### config.mk
export PLATFORM = sky130hd
export DESIGN_NAME = operand_addr
export DESIGN_NICKNAME = d
export VERILOG_FILES = /design/src/addr_mode_pkg.sv /design/src/ea_adder.sv /design/src/operand_addr.sv
export SDC_FILE = /design/constraint.sdc
export NUM_CORES = 1
export LEC_CHECK = 0
export BUFFER_PORTS_ARGS = -buffer_cell sky130_fd_sc_hd__buf_2
export CAP_MARGIN = 10
export CORE_MARGIN = 8
export CORE_UTILIZATION = 46
export CTS_CLUSTER_SIZE = 16
export DETAILED_ROUTE_END_ITERATION = 10
export PLACE_DENSITY = 0.71
export SLEW_MARGIN = 20
export SYNTH_ARGS = -nofsm -noshare
export SYNTH_HDL_FRONTEND = slang
export SYNTH_SLANG_ARGS = --single-unit
### constraint.sdc
create_clock -name i_clk_sys -period 2.96 [get_ports i_clk_sys]
set_input_delay 0.592 -clock i_clk_sys [delete_from_list [all_inputs] [get_ports i_clk_sys]]
set_output_delay 0.592 -clock i_clk_sys [all_outputs]
set_load 0.03 [all_outputs]
### src/addr_mode_pkg.sv
/*
 * Shared types and constants for the operand address generator.
 * Assumes a byte-wide memory port with a one-cycle read latency.
 */
package addr_mode_pkg;

	// Seventeen addressing modes, grouped into seven families.
	typedef enum logic [4:0] {
		am_inherent,
		am_immediate,
		am_dir_short,
		am_dir_long,
		am_idx_none,
		am_idx_short,
		am_idx_long,
		am_ind_short,
		am_ind_long,
		am_indidx_short,
		am_indidx_long,
		am_rel_dir,
		am_rel_ind,
		am_bit_dir,
		am_bit_ind,
		am_bitrel_dir,
		am_bitrel_ind
	} mode_type;

	// Mode count and width of the operand space.
	localparam int MODE_COUNT = 17;
	localparam int ADDR_W     = 16;
	localparam logic [7:0] MASK_LEVEL_SET   = 8'h03;
	localparam logic [7:0] MASK_LEVEL_CLEAR = 8'h00;

	// Decoded request handed to the address engine.
	typedef struct packed {
		mode_type   mode;
		logic       use_y;
		logic       rmw;
		logic       mask_set_op;
		logic       mask_clear_op;
	} request_type;

	// Result of one address calculation.
	typedef struct packed {
		logic [15:0] addr;
		logic [7:0]  imm;
		logic        is_imm;
		logic        is_branch;
		logic [15:0] target;
		logic [2:0]  length;
		logic        illegal;
	} result_type;

endpackage

### src/ea_adder.sv
/*
 * Unsigned effective-address adder for indexed forms.
 * Assumes both inputs are stable in the same cycle; purely combinational.
 */
`timescale 1ns/1ns
module ea_adder #(
	parameter int BASE_W = 16
) (
	input  wire logic [BASE_W-1:0] i_base,
	input  wire logic [7:0]        i_index,
	input  wire logic              i_en,
	output logic      [15:0]       o_sum
);
	// Zero-extended sum; a short base plus index can reach 1fe.
	wire [16:0] wide_sum;

	// The sum is only defined for bases of one byte up to one word.
	if (BASE_W < 8 || BASE_W > 16) begin : g_bad_width
		$error("ea_adder: BASE_W must be 8..16");
	end

	assign wide_sum = {1'b0, 16'(i_base)} + {9'h000, i_index};
	assign o_sum    = i_en ? wide_sum[15:0] : 16'(i_base);
endmodule

### src/operand_addr.sv
/*
 * Operand address generator of the 8-bit core: counts the bytes after
 * the opcode, fetches pointers and forms the effective address.
 * Assumes memory returns i_mem_data one cycle after o_mem_rd.
 */
`timescale 1ns/1ns
// Functional notes
// RULE_01: Seventeen modes in seven groups supported.
// RULE_02: Inherent is one byte, no fetch.
// RULE_03: Immediate second byte is the operand.
// RULE_04: Short direct uses one address byte.
// RULE_05: Long direct fetches a two-byte address.
// RULE_06: Indexed adds index to offset unsigned.
// RULE_07: No-offset indexed uses index alone.
// RULE_08: Short indexed reaches up to 1fe.
// RULE_09: Long indexed uses two-byte offset.
// RULE_10: Indirect byte addresses a memory pointer.
// RULE_11: Short indirect pointer is one byte.
// RULE_12: Long indirect pointer is one word.
// RULE_13: Long variants reach whole 64 Kbyte.
// RULE_14: Short variants stay in page zero; short indexed sums here reach up to 1fe.
// RULE_15: Read-modify-write accepts short forms only.
// RULE_16: Mask set gives 3, clear 0.
// RULE_17: Relative adds signed byte to counter.
// RULE_18: Indirect indexed adds index to pointer.
// RULE_19: Index sums zero-extend, no page wrap.
module operand_addr (
	input  wire logic                       i_clk_sys,
	input  wire logic                       i_nrst,
	input  wire logic                       i_start,
	input  wire addr_mode_pkg::request_type i_req,
	input  wire logic [15:0]                i_pc,
	input  wire logic [7:0]                 i_x,
	input  wire logic [7:0]                 i_y,
	input  wire logic [7:0]                 i_mem_data,
	output logic                            o_busy,
	output logic                            o_mem_rd,
	output logic [15:0]                     o_mem_addr,
	output logic                            o_done,
	output addr_mode_pkg::result_type       o_result,
	output logic [7:0]                      o_mask_level
);
	// Engine steps: operand bytes, then pointer bytes, then finish.
	typedef enum logic [2:0] {
		st_idle,
		st_op1,
		st_op2,
		st_ptr1,
		st_ptr2,
		st_done
	} state_type;

	state_type                  state;
	state_type                  next_state;
	addr_mode_pkg::request_type req;      // Latched request.
	logic [15:0]                pc_ptr;   // Next instruction byte.
	logic [7:0]                 b1;       // First byte after opcode.
	logic [15:0]                word;     // Address, offset or pointer.
	logic [7:0]                 index;    // Selected index register.
	logic [2:0]                 length;   // Bytes after the opcode.
	logic                       settle;   // Second cycle in st_done.

	// Decode of the latched mode into fetch needs.
	wire addr_mode_pkg::mode_type m = req.mode;
	// RULE_02: inherent modes and no-offset index fetch nothing.
	wire need_op1  = m != addr_mode_pkg::am_inherent &&
	                 m != addr_mode_pkg::am_idx_none;
	// RULE_05: long direct and RULE_09 long indexed take a word.
	wire need_op2  = m == addr_mode_pkg::am_dir_long ||
	                 m == addr_mode_pkg::am_idx_long;
	// RULE_10: indirect forms read a pointer in page zero.
	wire is_ind    = m == addr_mode_pkg::am_ind_short ||
	                 m == addr_mode_pkg::am_ind_long ||
	                 m == addr_mode_pkg::am_indidx_short ||
	                 m == addr_mode_pkg::am_indidx_long ||
	                 m == addr_mode_pkg::am_rel_ind ||
	                 m == addr_mode_pkg::am_bit_ind ||
	                 m == addr_mode_pkg::am_bitrel_ind;
	// RULE_12: long pointers are two bytes, high byte first.
	wire ptr_word  = m == addr_mode_pkg::am_ind_long ||
	                 m == addr_mode_pkg::am_indidx_long;
	// RULE_06: indexed families add the index register.
	wire use_idx   = m == addr_mode_pkg::am_idx_none ||
	                 m == addr_mode_pkg::am_idx_short ||
	                 m == addr_mode_pkg::am_idx_long ||
	                 m == addr_mode_pkg::am_indidx_short ||
	                 m == addr_mode_pkg::am_indidx_long;
	wire is_rel    = m == addr_mode_pkg::am_rel_dir ||
	                 m == addr_mode_pkg::am_rel_ind;
	// Bit-relative forms carry a trailing displacement byte.
	wire is_bitrel = m == addr_mode_pkg::am_bitrel_dir ||
	                 m == addr_mode_pkg::am_bitrel_ind;
	// RULE_15: long forms are illegal on read-modify-write opcodes.
	wire is_long   = need_op2 || ptr_word;
	wire illegal   = req.rmw && is_long;

	// Select the index register requested by the decoder.
	assign index = req.use_y ? i_y : i_x;

	// RULE_07: no-offset base is zero, sum is the index alone.
	wire [15:0] base = (m == addr_mode_pkg::am_idx_none) ? 16'h0000 : word;
	wire [15:0] ea;

	// RULE_18: the adder also serves indirect indexed pointers.
	// RULE_19: zero-extended add, short sums may reach 1fe.
	ea_adder #(
		.BASE_W (16)
	) u_adder (
		.i_base  (base),
		.i_index (index),
		.i_en    (use_idx),
		.o_sum   (ea)
	);

	// RULE_17: signed byte displacement added to the counter.
	wire [7:0]  disp   = (m == addr_mode_pkg::am_rel_ind) ? word[7:0] : b1;
	wire [15:0] target = pc_ptr + {{8{disp[7]}}, disp};

	// Next-state logic of the fetch engine.
	always_comb begin
		next_state = state;
		case (state)
			st_idle: begin
				if (i_start)
					next_state = st_op1;
			end
			st_op1: begin
				if (!need_op1)
					next_state = st_done;
				else if (need_op2)
					next_state = st_op2;
				else if (is_ind)
					next_state = st_ptr1;
				else
					next_state = st_done;
			end
			st_op2: begin
				next_state = st_done;
			end
			st_ptr1: begin
				next_state = ptr_word ? st_ptr2 : st_done;
			end
			st_ptr2: begin
				next_state = st_done;
			end
			// The last byte lands one cycle late, so hold for settle.
			st_done: begin
				next_state = settle ? st_idle : st_done;
			end
			default: begin
				next_state = st_idle;
			end
		endcase
	end

	// Memory port: instruction bytes from pc_ptr, pointers from ptr_base (data bus in st_ptr1, b1 in st_ptr2).
	wire rd_op  = (state == st_op1 && need_op1) || state == st_op2;
	wire rd_ptr = state == st_ptr1 || state == st_ptr2;
	// The pointer address byte is still on the data bus in st_ptr1;
	// b1 only holds it one edge later, in time for st_ptr2.
	wire [7:0] ptr_base = (state == st_ptr1) ? i_mem_data : b1;
	assign o_mem_rd   = rd_op || rd_ptr;
	// RULE_11: the pointer address is a page-zero byte.
	assign o_mem_addr = rd_ptr ?
	                    {8'h00,
	                     ptr_base + ((state == st_ptr2) ? 8'h01 : 8'h00)} :
	                    pc_ptr;
	assign o_busy     = state != st_idle;

	// The engine state and latched request.
	always_ff @(posedge i_clk_sys) begin
		if (!i_nrst) begin
			state <= st_idle;
			req   <= '0;
		end else begin
			state <= next_state;
			if (state == st_idle && i_start)
				req <= i_req;
		end
	end

	// Data capture; read data arrive one cycle after the strobe.
	logic rd_op_q;
	logic rd_ptr_q;
	logic [1:0] phase_q;
	always_ff @(posedge i_clk_sys) begin
		if (!i_nrst) begin
			rd_op_q  <= 1'b0;
			rd_ptr_q <= 1'b0;
			phase_q  <= 2'h0;
		end else begin
			rd_op_q  <= rd_op;
			rd_ptr_q <= rd_ptr;
			phase_q  <= (state == st_op2 || state == st_ptr2) ? 2'h2 :
			            2'h1;
		end
	end

	// Operand and pointer registers.
	always_ff @(posedge i_clk_sys) begin
		if (!i_nrst) begin
			pc_ptr <= 16'h0000;
			b1     <= 8'h00;
			word   <= 16'h0000;
			length <= 3'h0;
		end else if (state == st_idle && i_start) begin
			pc_ptr <= i_pc;
			word   <= 16'h0000;
			length <= 3'h0;
		end else begin
			if (rd_op) begin
				pc_ptr <= pc_ptr + 16'h0001;
				length <= length + 3'h1;
			end
			if (rd_op_q && phase_q == 2'h1) begin
				// RULE_04: one byte lands in page zero.
				b1   <= i_mem_data;
				word <= {8'h00, i_mem_data};
			end
			// RULE_05: second byte is the low half of a word.
			if (rd_op_q && phase_q == 2'h2)
				word <= {word[7:0], i_mem_data};
			if (rd_ptr_q && phase_q == 2'h1)
				word <= {8'h00, i_mem_data};
			if (rd_ptr_q && phase_q == 2'h2)
				word <= {word[7:0], i_mem_data};
		end
	end

	// The last captured byte lands one cycle after the final read,
	// so completion waits on a settle cycle in st_done.
	always_ff @(posedge i_clk_sys) begin
		if (!i_nrst)
			settle <= 1'b0;
		else
			settle <= state == st_done && !settle;
	end
	wire finish = state == st_done && settle;

	// Result register and mask level.
	always_ff @(posedge i_clk_sys) begin
		if (!i_nrst) begin
			o_done       <= 1'b0;
			o_result     <= '0;
			o_mask_level <= addr_mode_pkg::MASK_LEVEL_CLEAR;
		end else begin
			o_done <= finish;
			if (finish) begin
				// RULE_03: immediate byte is the operand itself.
				o_result.is_imm    <= m == addr_mode_pkg::am_immediate;
				o_result.imm       <= b1;
				// RULE_13: long results span the full 16 bits.
				// RULE_14: short results come from a byte.
				o_result.addr      <= ea;
				o_result.is_branch <= is_rel;
				o_result.target    <= target;
				o_result.length    <= length + (is_bitrel ? 3'h1 : 3'h0);
				o_result.illegal   <= illegal;
			end
			// RULE_16: inherent mask ops load fixed levels.
			if (finish && m == addr_mode_pkg::am_inherent) begin
				if (req.mask_set_op)
					o_mask_level <= addr_mode_pkg::MASK_LEVEL_SET;
				else if (req.mask_clear_op)
					o_mask_level <= addr_mode_pkg::MASK_LEVEL_CLEAR;
			end
		end
	end

	// Engine leaves st_done only after the settle cycle.
	// (The state machine's st_done branch returns to idle once settle is set.)

	// RULE_01: every legal mode value decodes to a group.
	chk_mode_range: assert property (@(posedge i_clk_sys) // RULE_01
		disable iff (!i_nrst)
		o_busy |-> int'(req.mode) < addr_mode_pkg::MODE_COUNT)
		else $error("mode code out of range");

	chk_inh_nofetch: assert property (@(posedge i_clk_sys) // RULE_02
		disable iff (!i_nrst)
		(o_busy && m == addr_mode_pkg::am_inherent) |-> !o_mem_rd)
		else $error("inherent mode fetched a byte");

	chk_mask_set: assert property (@(posedge i_clk_sys) // RULE_16
		disable iff (!i_nrst)
		(finish && m == addr_mode_pkg::am_inherent && req.mask_set_op)
		|=> o_mask_level == 8'h03)
		else $error("mask set did not give level 3");

	chk_ind_page0: assert property (@(posedge i_clk_sys) // RULE_11
		disable iff (!i_nrst)
		rd_ptr |-> o_mem_addr[15:8] == 8'h00)
		else $error("pointer read left page zero");

	chk_short_range: assert property (@(posedge i_clk_sys) // RULE_08
		disable iff (!i_nrst)
		(finish && m == addr_mode_pkg::am_idx_short)
		|=> o_result.addr <= 16'h01fe)
		else $error("short indexed sum above 1fe");

	chk_rmw_long: assert property (@(posedge i_clk_sys) // RULE_15
		disable iff (!i_nrst)
		(finish && req.rmw && need_op2) |=> o_result.illegal)
		else $error("long form on rmw not flagged");

	chk_done_pulse: assert property (@(posedge i_clk_sys) // RULE_10
		disable iff (!i_nrst)
		(state == st_ptr1) |-> ##[1:4] finish)
		else $error("pointer fetch did not complete");

	chk_imm_len: assert property (@(posedge i_clk_sys) // RULE_03
		disable iff (!i_nrst)
		(finish && m == addr_mode_pkg::am_immediate)
		|=> o_result.length == 3'h1)
		else $error("immediate not two bytes");
endmodule

# [Word-level counts from Yosys, hierarchy flattened]
# Cells that the tools add are included.
[totals] register_bits=115 input_bits=52 word_cells=120
[classes] addsub=6 eq_ne=23 n_mux=24 bitwise=2 n_reduce_logical=42
[ops] cell="16-bit two-way mux" n=9
[ops] cell="8-bit two-way mux" n=5
[ops] cell="5-bit by 4-bit equality test with 1-bit output (second input constant)" n=7
[ops] cell="5-bit by 3-bit equality test with 1-bit output (second input constant)" n=4
[ops] cell="1-bit logical OR" n=19
[ops] cell="16-bit by 1-bit adder with 16-bit output (second input constant)" n=1
[ops] cell="16-bit adder" n=1
[ops] cell="16-bit by 8-bit adder with 16-bit output" n=1
[ops] cell="3-bit two-way mux" n=5
[ops] cell="3-bit one-hot mux with 5 select lines" n=1
[ops] cell="1-bit logical AND" n=11
[ops] cell="8-bit by 1-bit adder with 8-bit output" n=1
[ops] cell="3-bit by 2-bit equality test with 1-bit output (second input constant)" n=2
[ops] cell="3-bit equality test (second input constant)" n=2
[ops] cell="5-bit by 1-bit equality test with 1-bit output (second input constant)" n=1
[ops] cell="5-bit by 2-bit equality test with 1-bit output (second input constant)" n=1
[ops] cell="5-bit equality test (second input constant)" n=1
[ops] cell="5-bit zero test" n=1
[ops] cell="5-bit by 3-bit inequality test with 1-bit output (second input constant)" n=1
[ops] cell="5-bit nonzero test" n=1
[ops] cell="2-bit AND reduction" n=2
[ops] cell="2-bit nonzero test" n=2
[ops] cell="4-bit nonzero test" n=1
[ops] cell="2-bit OR reduction" n=2
[ops] cell="other kinds (12)" n=15

# [Logic depth before layout (Yosys ltp)]
# Gate-level depths: netlist of run 1.
[logic_depth] word_depth=11 depth_mapped=13 mapped_depth_nobuf=12

# [By module]
# From an unflattened synthesis of run 1, not the netlist that was laid out.
[hier_totals] hier_cells=810 area_unflattened_um2=6642.6
[by_module_without_submodules] mod="operand_addr" instances=1 cells_each=723 area_per_inst_um2=5989.5 seq_area_each_um2=2162.1
[by_module_without_submodules] mod="ea_adder" instances=1 cells_each=87 area_per_inst_um2=653.1 seq_area_each_um2=0.0

# [Least setup slack after synthesis of run 1]
# OpenSTA, ideal clock, no wires.
[synth_path] path_kind="reg2out" start="reg state[2]" end="out o_mem_addr[6]" arrival_ns=2.754 t_required_ns=2.368 slack_ns=-0.386 path_stages_with_launch=12 path_buffers=3 cell_sequence="dfxtp_1 -> buf_2 -> nand3b_1 -> clkbuf_1 -> clkbuf_1 -> nand2_1 -> nand2_1 -> ha_1 -> ha_1 -> a21boi_0 -> xnor2_1 -> o21ai_0"
[synth_via] elab_chain_len=4 elab_cells_between_ends=7 classes_between="add/sub (1); eq/ne (2); mux (3); reduce/logical (1)"
[synth_lines] element="start, declared" line="operand_addr.sv:53" text="state_type state;"
[synth_lines] element="start signal, assigned" line="operand_addr.sv:173" text="state <= st_idle;"
[synth_lines] element="start signal, assigned" line="operand_addr.sv:176" text="state <= next_state;"
[synth_lines] element="3-bit by 2-bit equality test with 1-bit output or 3-bit equality test (tied branches)" line="operand_addr.sv:158, operand_addr.sv:161, operand_addr.sv:166"
[synth_lines] element="8-bit two-way mux or 1-bit two-way mux (tied branches)" line="operand_addr.sv:161, operand_addr.sv:166"
[synth_lines] element="8-bit by 1-bit adder with 8-bit output" line="operand_addr.sv:166" text="ptr_base + ((state == st_ptr2) ? 8'h01 : 8'h00)} :"
[synth_lines] element="16-bit two-way mux *" line="operand_addr.sv:164" text="assign o_mem_addr = rd_ptr ?"
[synth_lines] element="end, declared" line="operand_addr.sv:38" text="output logic [15:0] o_mem_addr,"
# Mark *: on every way between the ends. The rest lies on a longest branch, timed or not.

# [Worst setup path in the final report of run 1]
[layout_path] start="reg req, in the netlist m[4]" end="reg o_result[18] (netlist name)"
[layout_via] elab_chain_len=3
[layout_lines] element="start, declared" line="operand_addr.sv:55" text="addr_mode_pkg::request_type req;"
[layout_lines] element="start signal, assigned" line="operand_addr.sv:178" text="req <= i_req;"
[layout_lines] element="5-bit by 4-bit equality test with 1-bit output" line="operand_addr.sv:116" text="wire [7:0] disp = (m == addr_mode_pkg::am_rel_ind) ? word[7:0] : b1;"
[layout_lines] element="8-bit two-way mux" line="operand_addr.sv:116"
[layout_lines] element="16-bit adder" line="operand_addr.sv:117" text="wire [15:0] target = pc_ptr + {{8{disp[7]}}, disp};"
[layout_lines] element="end, declared" line="operand_addr.sv:40" text="output addr_mode_pkg::result_type o_result,"
# No other way between the ends.
# A chain may end at the register's enable or synchronous reset.

==> results.yml, run 1 <==
outcome:
  outcome: "complete, no violations"
drt:
  dr.pass1.iters: 5
  drc: 0
  vias: 6068
  drt_iter0_drc: 410
  drt-total-wl_um: 18450
  wl_per_cell_um: 16.94
  via_per_inst: 5.572
  ant_nets: 0
layout:
  num_antenna_cells: 0
  layout.nets: 992
  fin_area_um2: 7830
  drive_gt1_share_pct: 27.60
  syn_to_final_growth_pct: 25.11
worst_setup_path:
  worstPathRequired_ps: 3210
  critical_path_class: "flip-flop to flip-flop"
  crit_arrival_ps: 3160
  worstSetupStartpointType: "flip-flop"
  crit_top_cell: "a21oi_1"
  critPathCaptureType: "flip-flop"
  cp_max_fo: 7
  cp_cell_sequence: "and2b_2 > nand3_4 > mux2_4 > buf_4 > ha_1 > a21oi_1 > nor2_1 > a2111oi_2 > a21oi_1 > or3_1 > a32o_1"
  crit_buf_inv: 1
  cp_top_family: "compound AO/OA/AOI/OAI gates"
  cpMaxStageDelayCell: "mux2_4"
  critical_path.max_stage_delay_ps: 400
cts:
  cts_hold_buf: 0
  cts.sinks: 108
  root_buffer: "clkbuf_16"
  cts_made_buffers: 9
  h-tree-depth: 3
  clk_path_buf_depth: 2
  cts_tree: "built"
  clkTransAtPathRegs_ps: 70
  clk-insertion-delay-late_ps: 360
power_and_ir_drop:
  powerDensity_nw_per_um2: 467.6
  ir_drop_mv: 0.4887
  p_clk_share_pct: 38.0
  p_sw_share_pct: 28.69
  p_seq_share_pct: 42.7
  p_comb_share_pct: 19.3
  power_leakage_nw: 3.353
  p_int_w: 0.002611
  switching_power_w: 0.001051
floorplanning:
  num_rows: 42
  start_util_pct: 47.26
  dieArea_um2: 17590
  pin_count: 125
  die_h_um: 132.6
  die_w_um: 132.6
  core-area_um2: 13240
synth:
  ys.flop_type: "dfxtp_1"
  synth_area_um2: 6259
  ys_ff_latch: 108
  yosysTopAreaCell: "dfxtp_1"
  synth_cell_types: 76
  async_flop_share_pct: 0
  seq_area_frac_synth_pct: 34.55
  synth_edf_count: 0
  yosysTopAreaCellShare_pct: 34.55
  syn_inst: 763
  yosysMostFrequentCell: "nand2_1"
  synthTopCellsByCount: "nand2_1 (112), dfxtp_1 (108), a21oi_1 (69)"
  synthTopCellsByArea: "dfxtp_1 (35%), nand2_1 (6.7%), ha_1 (5.8%)"
  yosys_warnings: 0
  syn_area_per_cell_um2: 8.202
grt:
  grt_overflow_total: 0
  top_usage_layer: "met2"
  gr-usage-met2_pct: 33.77
  antenna_found_initial: 0
  grt_pass1_vias: 5885
  use_met3_pct: 4.656
  grt_start_max_net_pins: 50
  track_usage_pct: 20.63
  grt_pass1_wl_um: 29880
  use_met1_pct: 25.52
timing:
  setup_violations: 0
  period_minus_slack_ps: 2914
  rsz0062_at_grt: "yes"
  fin_crit_sh_pct: 98.43
  hold_viol_final: 0
  worst_pin_slew_ps: 864.2
  final_max_slew_viol_count: 0
  max_freq_mhz: 343.2
  setup_tns_ps: 0
  skew_ps: 9.555
  slew_headroom_pct: 42.26
place:
  dpl-instance-area_um2: 7274
  portBuffers: 118
  gp_congestion: 0.8858
  dp_hpwl_um: 13650
worst_hold_path:
  hp-class: "flip-flop to flip-flop"
flow_run:
  cap_violations: 0
==> metal layers <==
metal  share of wire, %  vias up
li1                   -     2994
met1                 44     2810
met2                 46      223
met3                6.9       41
met4                2.8        0
met5                  0        -
==> layout by cell type, fill, tap and decap left out, types with 13 or more instances in the layout <==
cell type	instances
buf_2	114
nand2_1	111
dfxtp_1	107
a21oi_1	69
nor2_1	60
buf_4	60
o21ai_0	40
xnor2_1	25
xor2_1	24
ha_1	24
nand3_1	22
mux2_2	17
mux2i_1	17
and3_1	14
and2_1	13
==> repair_timing <==
item,CTS,global route
endpoints found under the hold margin,0,0
gates resized for setup,14,32
setup buffers,0,8
cloned,0,0
setup endpoints to repair,9,21
pin swaps,0,7
==> final cells by class <==
type / instances / area [um2]
fillers: 1202 / 5413
multi-input cells: 601 / 4015
flip-flops and latches: 108 / 2163
repair buffers: 176 / 1044
clock buffers: 10 / 229.0
well taps: 176 / 220.2
clock inverters: 5 / 110.1
inverters: 13 / 48.80
==> cells by family after synthesis <==
kind of cell	after synthesis	synth area share [%]
AND/OR/NAND/NOR	283	22.37
AO/OA/AOI/OAI	197	19.71
flip-flops	108	34.55
buffers and inverters	59	4.058
XOR/XNOR	49	6.857
multiplexers	35	5.957
adder cells (fa/ha/maj)	31	6.437
other	1	0.05992
==> flip-flops by register name, indices dropped and copies added, names as in the netlist <==
name	flops
word	16
settle	1
rd_ptr_q	1
o_done	1
o_mask_level	1
pc_ptr	16
o_result	46
b1	8
state	3
length	3
rd_op_q	1
phase_q	2
m	5
req	4
==> per-stage QoR <==
step | setup WS (ps) | total power [W] | utilization (%) | cells | hold slack, ps
after floorplan | -249.0 | 0.002035 | - | 768 | 431.6
after global placement | 88.14 | 0.002260 | 54.93 | 1067 | 429.0
after detailed placement | 6.666 | 0.002264 | 54.93 | 1067 | 437.0
after CTS | -51.00 | 0.003667 | 57.79 | 1082 | 450.0
after global routing | -60.37 | 0.003830 | 59.13 | 1089 | 463.1
final | 46.33 | 0.003662 | 59.13 | 1089 | 448.5
==> power by group through the flow <==
| stage | clock network [W] | registers, W | logic [W] |
|---|---|---|---|
| final | 0.00139 | 0.00156 | 0.000706 |
| after global placement | 0 | 0.00159 | 0.000667 |
| after global routing | 0.00148 | 0.00157 | 0.000776 |
| after floorplan | 0 | 0.00157 | 0.000460 |
| after CTS | 0.00142 | 0.00156 | 0.000685 |
| after detailed placement | 0 | 0.00159 | 0.000671 |
==> worst reg2reg max path: cells and delay by family (launching register included) <==
| family | cells | cell delay (ps) |
|---|---|---|
| multiplexers | 1 | 400 |
| AO/OA/AOI/OAI | 4 | 840 |
| flip-flops | 1 | 310 |
| adder cells (fa/ha/maj) | 1 | 290 |
| AND/OR/NAND/NOR | 4 | 800 |
| buffers and inverters | 1 | 160 |
==> final timing paths <==
path,start,to,slack [ps],depth (start not counted)
worst max-delay path,m[4],o_result[18],50,11
worst min-delay path,o_result[8],o_result[8],450,2
worst max register to register,m[4],o_result[18],50,11
worst min register to register,o_result[8],o_result[8],450,2
Note: power is estimated with default switching activity, not from simulation.
==> inputs of run 2 (changes only) <==
--- a/config.mk
+++ b/config.mk
@@ -5,13 +5,13 @@
 export SDC_FILE = /design/constraint.sdc
 export NUM_CORES = 1
 export LEC_CHECK = 0
-export BUFFER_PORTS_ARGS = -buffer_cell sky130_fd_sc_hd__buf_2
 export CAP_MARGIN = 10
 export CORE_MARGIN = 8
 export CORE_UTILIZATION = 46
 export CTS_CLUSTER_SIZE = 16
 export DETAILED_ROUTE_END_ITERATION = 10
-export PLACE_DENSITY = 0.71
+export DONT_BUFFER_PORTS = 1
+export PLACE_DENSITY = 0.63
 export SLEW_MARGIN = 20
 export SYNTH_ARGS = -nofsm -noshare
 export SYNTH_HDL_FRONTEND = slang
==> run 2 against run 1 <==
Compared with the run above:
- combinational power decreased by 6.1%
- final area shrank 6.1%
- global-route usage up 0.064 points
- largest power group unchanged
- largest cell class unchanged
==> results.yml, run 2 (synthesis gave the netlist of run 1 again) <==
worst_setup_path:
  cp_cell_sequence: "buf_6 > nand3b_1 > nand2_1 > nand2_2 > ha_4 > ha_4 > buf_6 > o21ai_4 > xnor2_2 > nor2_1 > o22ai_1 > buf_4"
  worstPathRequired_ps: 2370
  r2r-start: "m[0]"
  cp_max_fo: 4
  crit_buf_inv: 3
  critical_path_class: "flip-flop to output pin"
  critical_path.max_stage_delay_ps: 320
  worstReg2RegEnd: "o_result[17]"
  r2r_cells: 11
  cpMaxStageDelayCell: "dfxtp_2"
  worstSetupStartpointType: "flip-flop"
  critPathCaptureType: "output pin"
  rrSetupSlack_ps: 100
  crit_arrival_ps: 2280
  cp_top_family: "simple AND/OR/NAND/NOR gates"
timing:
  slew_headroom_pct: 27.85
  setup_ws_ps: 89.65
  worst_pin_slew_ps: 1078
  skew_ps: 11.60
  setup_violations: 0
  whs_ps: 363.3
  max_freq_mhz: 348.4
  rsz0062_at_grt: "yes"
  fin_crit_sh_pct: 96.97
  final_max_slew_viol_count: 0
  period_minus_slack_ps: 2870
  hold_viol_final: 0
worst_hold_path:
  hold_path_end: "m[3]"
  min_path_cells: 2
  hp-class: "input pin to flip-flop"
  hp-start: "i_req[7]"
drt:
  drt_iter0_drc: 473
  via_per_inst: 5.758
  vias: 5666
  drt-total-wl_um: 18970
  wl_per_cell_um: 19.28
  drc: 0
  ant_nets: 0
  dr.pass1.iters: 5
power_and_ir_drop:
  powerDensity_nw_per_um2: 466.7
  ir_drop_mv: 0.3088
  power_leakage_nw: 2.836
outcome:
  outcome: "complete, no violations"
floorplanning:
  pin_count: 125
  num_rows: 42
  core-area_um2: 13240
  start_util_pct: 47.26
  die_h_um: 132.6
  die_w_um: 132.6
  dieArea_um2: 17590
cts:
  cts_made_buffers: 9
  root_buffer: "clkbuf_16"
  cts_hold_buf: 0
  h-tree-depth: 3
  clkTransAtPathRegs_ps: 80
  cts_tree: "built"
  cts.sinks: 108
  clk_path_buf_depth: 2
  clk-insertion-delay-late_ps: 360
layout:
  multi_input_area_um2: 4078
  largest_register_ffs: 46
  fin_area_um2: 7352
  top_regs: "o_result x46, pc_ptr x16, word x16"
  num_antenna_cells: 0
  n_fill_cell: 1258
  final_common_cell: "nand2_1"
  syn_to_final_growth_pct: 17.47
  regArea_um2: 2165
  drive_gt1_share_pct: 19.06
  top_register: "o_result"
  final_cell_mix: "nand2_1 (111), dfxtp_1 (106), a21oi_1 (66)"
  layout.nets: 886
  fin_util_pct: 55.52
place:
  portBuffers: 0
  place_worst_setup_slack_ps: -23.58
  gp_congestion: 0.9401
  dpl-instance-area_um2: 6764
  dp_hpwl_um: 14270
grt:
  antenna_found_initial: 0
  use_met3_pct: 7.002
  grt_start_max_net_pins: 50
  track_usage_pct: 20.69
  gr-usage-met2_pct: 34.25
  top_usage_layer: "met2"
  grt_pass1_vias: 5335
  grt_overflow_total: 0
  use_met1_pct: 25.23
  grt_pass1_wl_um: 29370
flow_run:
  cap_violations: 0
==> run 2: cell types whose count changed in the layout (fill, tap and decap cells not counted), sizes merged <==
cell      delta
clkinvlp     +2
clkinv       -1
bufinv       -3
buf        -106
inv          +3
==> run 2: layout make-up <==
| cell class | instances | area share, % |
|---|---|---|
| Multi-Input combinational cell | 601 | 55.46 |
| Sequential cell | 108 | 29.44 |
| Timing Repair Buffer | 70 | 7.437 |
| Clock buffer | 10 | 3.251 |
| Tap cell | 176 | 2.995 |
| Clock inverter | 6 | 0.7148 |
| Inverter | 13 | 0.6978 |
==> run 2: timing repair <==
| item | 4_1_cts | 5_1_grt |
|---|---|---|
| gates resized for setup | 13 | 39 |
| cloned | 0 | 1 |
| pin swaps | 3 | 15 |
| setup endpoints to repair | 7 | 22 |
| buffers inserted | 2 | 7 |
==> run 2: power breakdown <==
group	internal [W]	total, W	switching (W)
registers	0.00150	0.00157	0.0000660
logic	0.000256	0.000663	0.000407
clock network	0.000610	0.00120	0.000592
==> run 2: worst max-delay path by stage <==
stage	depth (start not counted)	slack, ps	to	start
6_report	12	90	o_mem_addr[4]	state[2]
5_1_grt	12	-20	o_mem_addr[4]	state[2]
4_1_cts	11	20	o_result[19]	m[0]
3_5_place_dp	11	-20	o_result[18]	m[4]
3_3_place_gp	11	50	o_result[17]	m[4]
2_1_floorplan	11	-250	o_mem_addr[5]	state[2]
==> run 2: worst register-to-register path: cells and delay by family (launching register included) <==
kind            cells  cell delay (ps)
flops               1              340
compound gates      2              180
mux                 1              400
buf+inv             1              130
fa+ha+maj           1              300
simple gates        6             1420
==> run 2: through the flow <==
stage | TNS [ps] | instances | total power (W)
global placement | 0 | 958 | 0.002217
CTS | 0 | 976 | 0.003445
global route | -65.37 | 984 | 0.003588
finish | 0 | 984 | 0.003431
floorplan | -604.9 | 768 | 0.002035
detailed placement | -49.01 | 958 | 0.002227
==> run 2: layer usage <==
| metal | vias to the layer above | wire length [um] |
|---|---|---|
| li1 | 2778 | - |
| met3 | 17 | 1429 |
| met4 | 0 | 232 |
| met5 | - | 0 |
| met2 | 168 | 9051 |
| met1 | 2703 | 8259 |
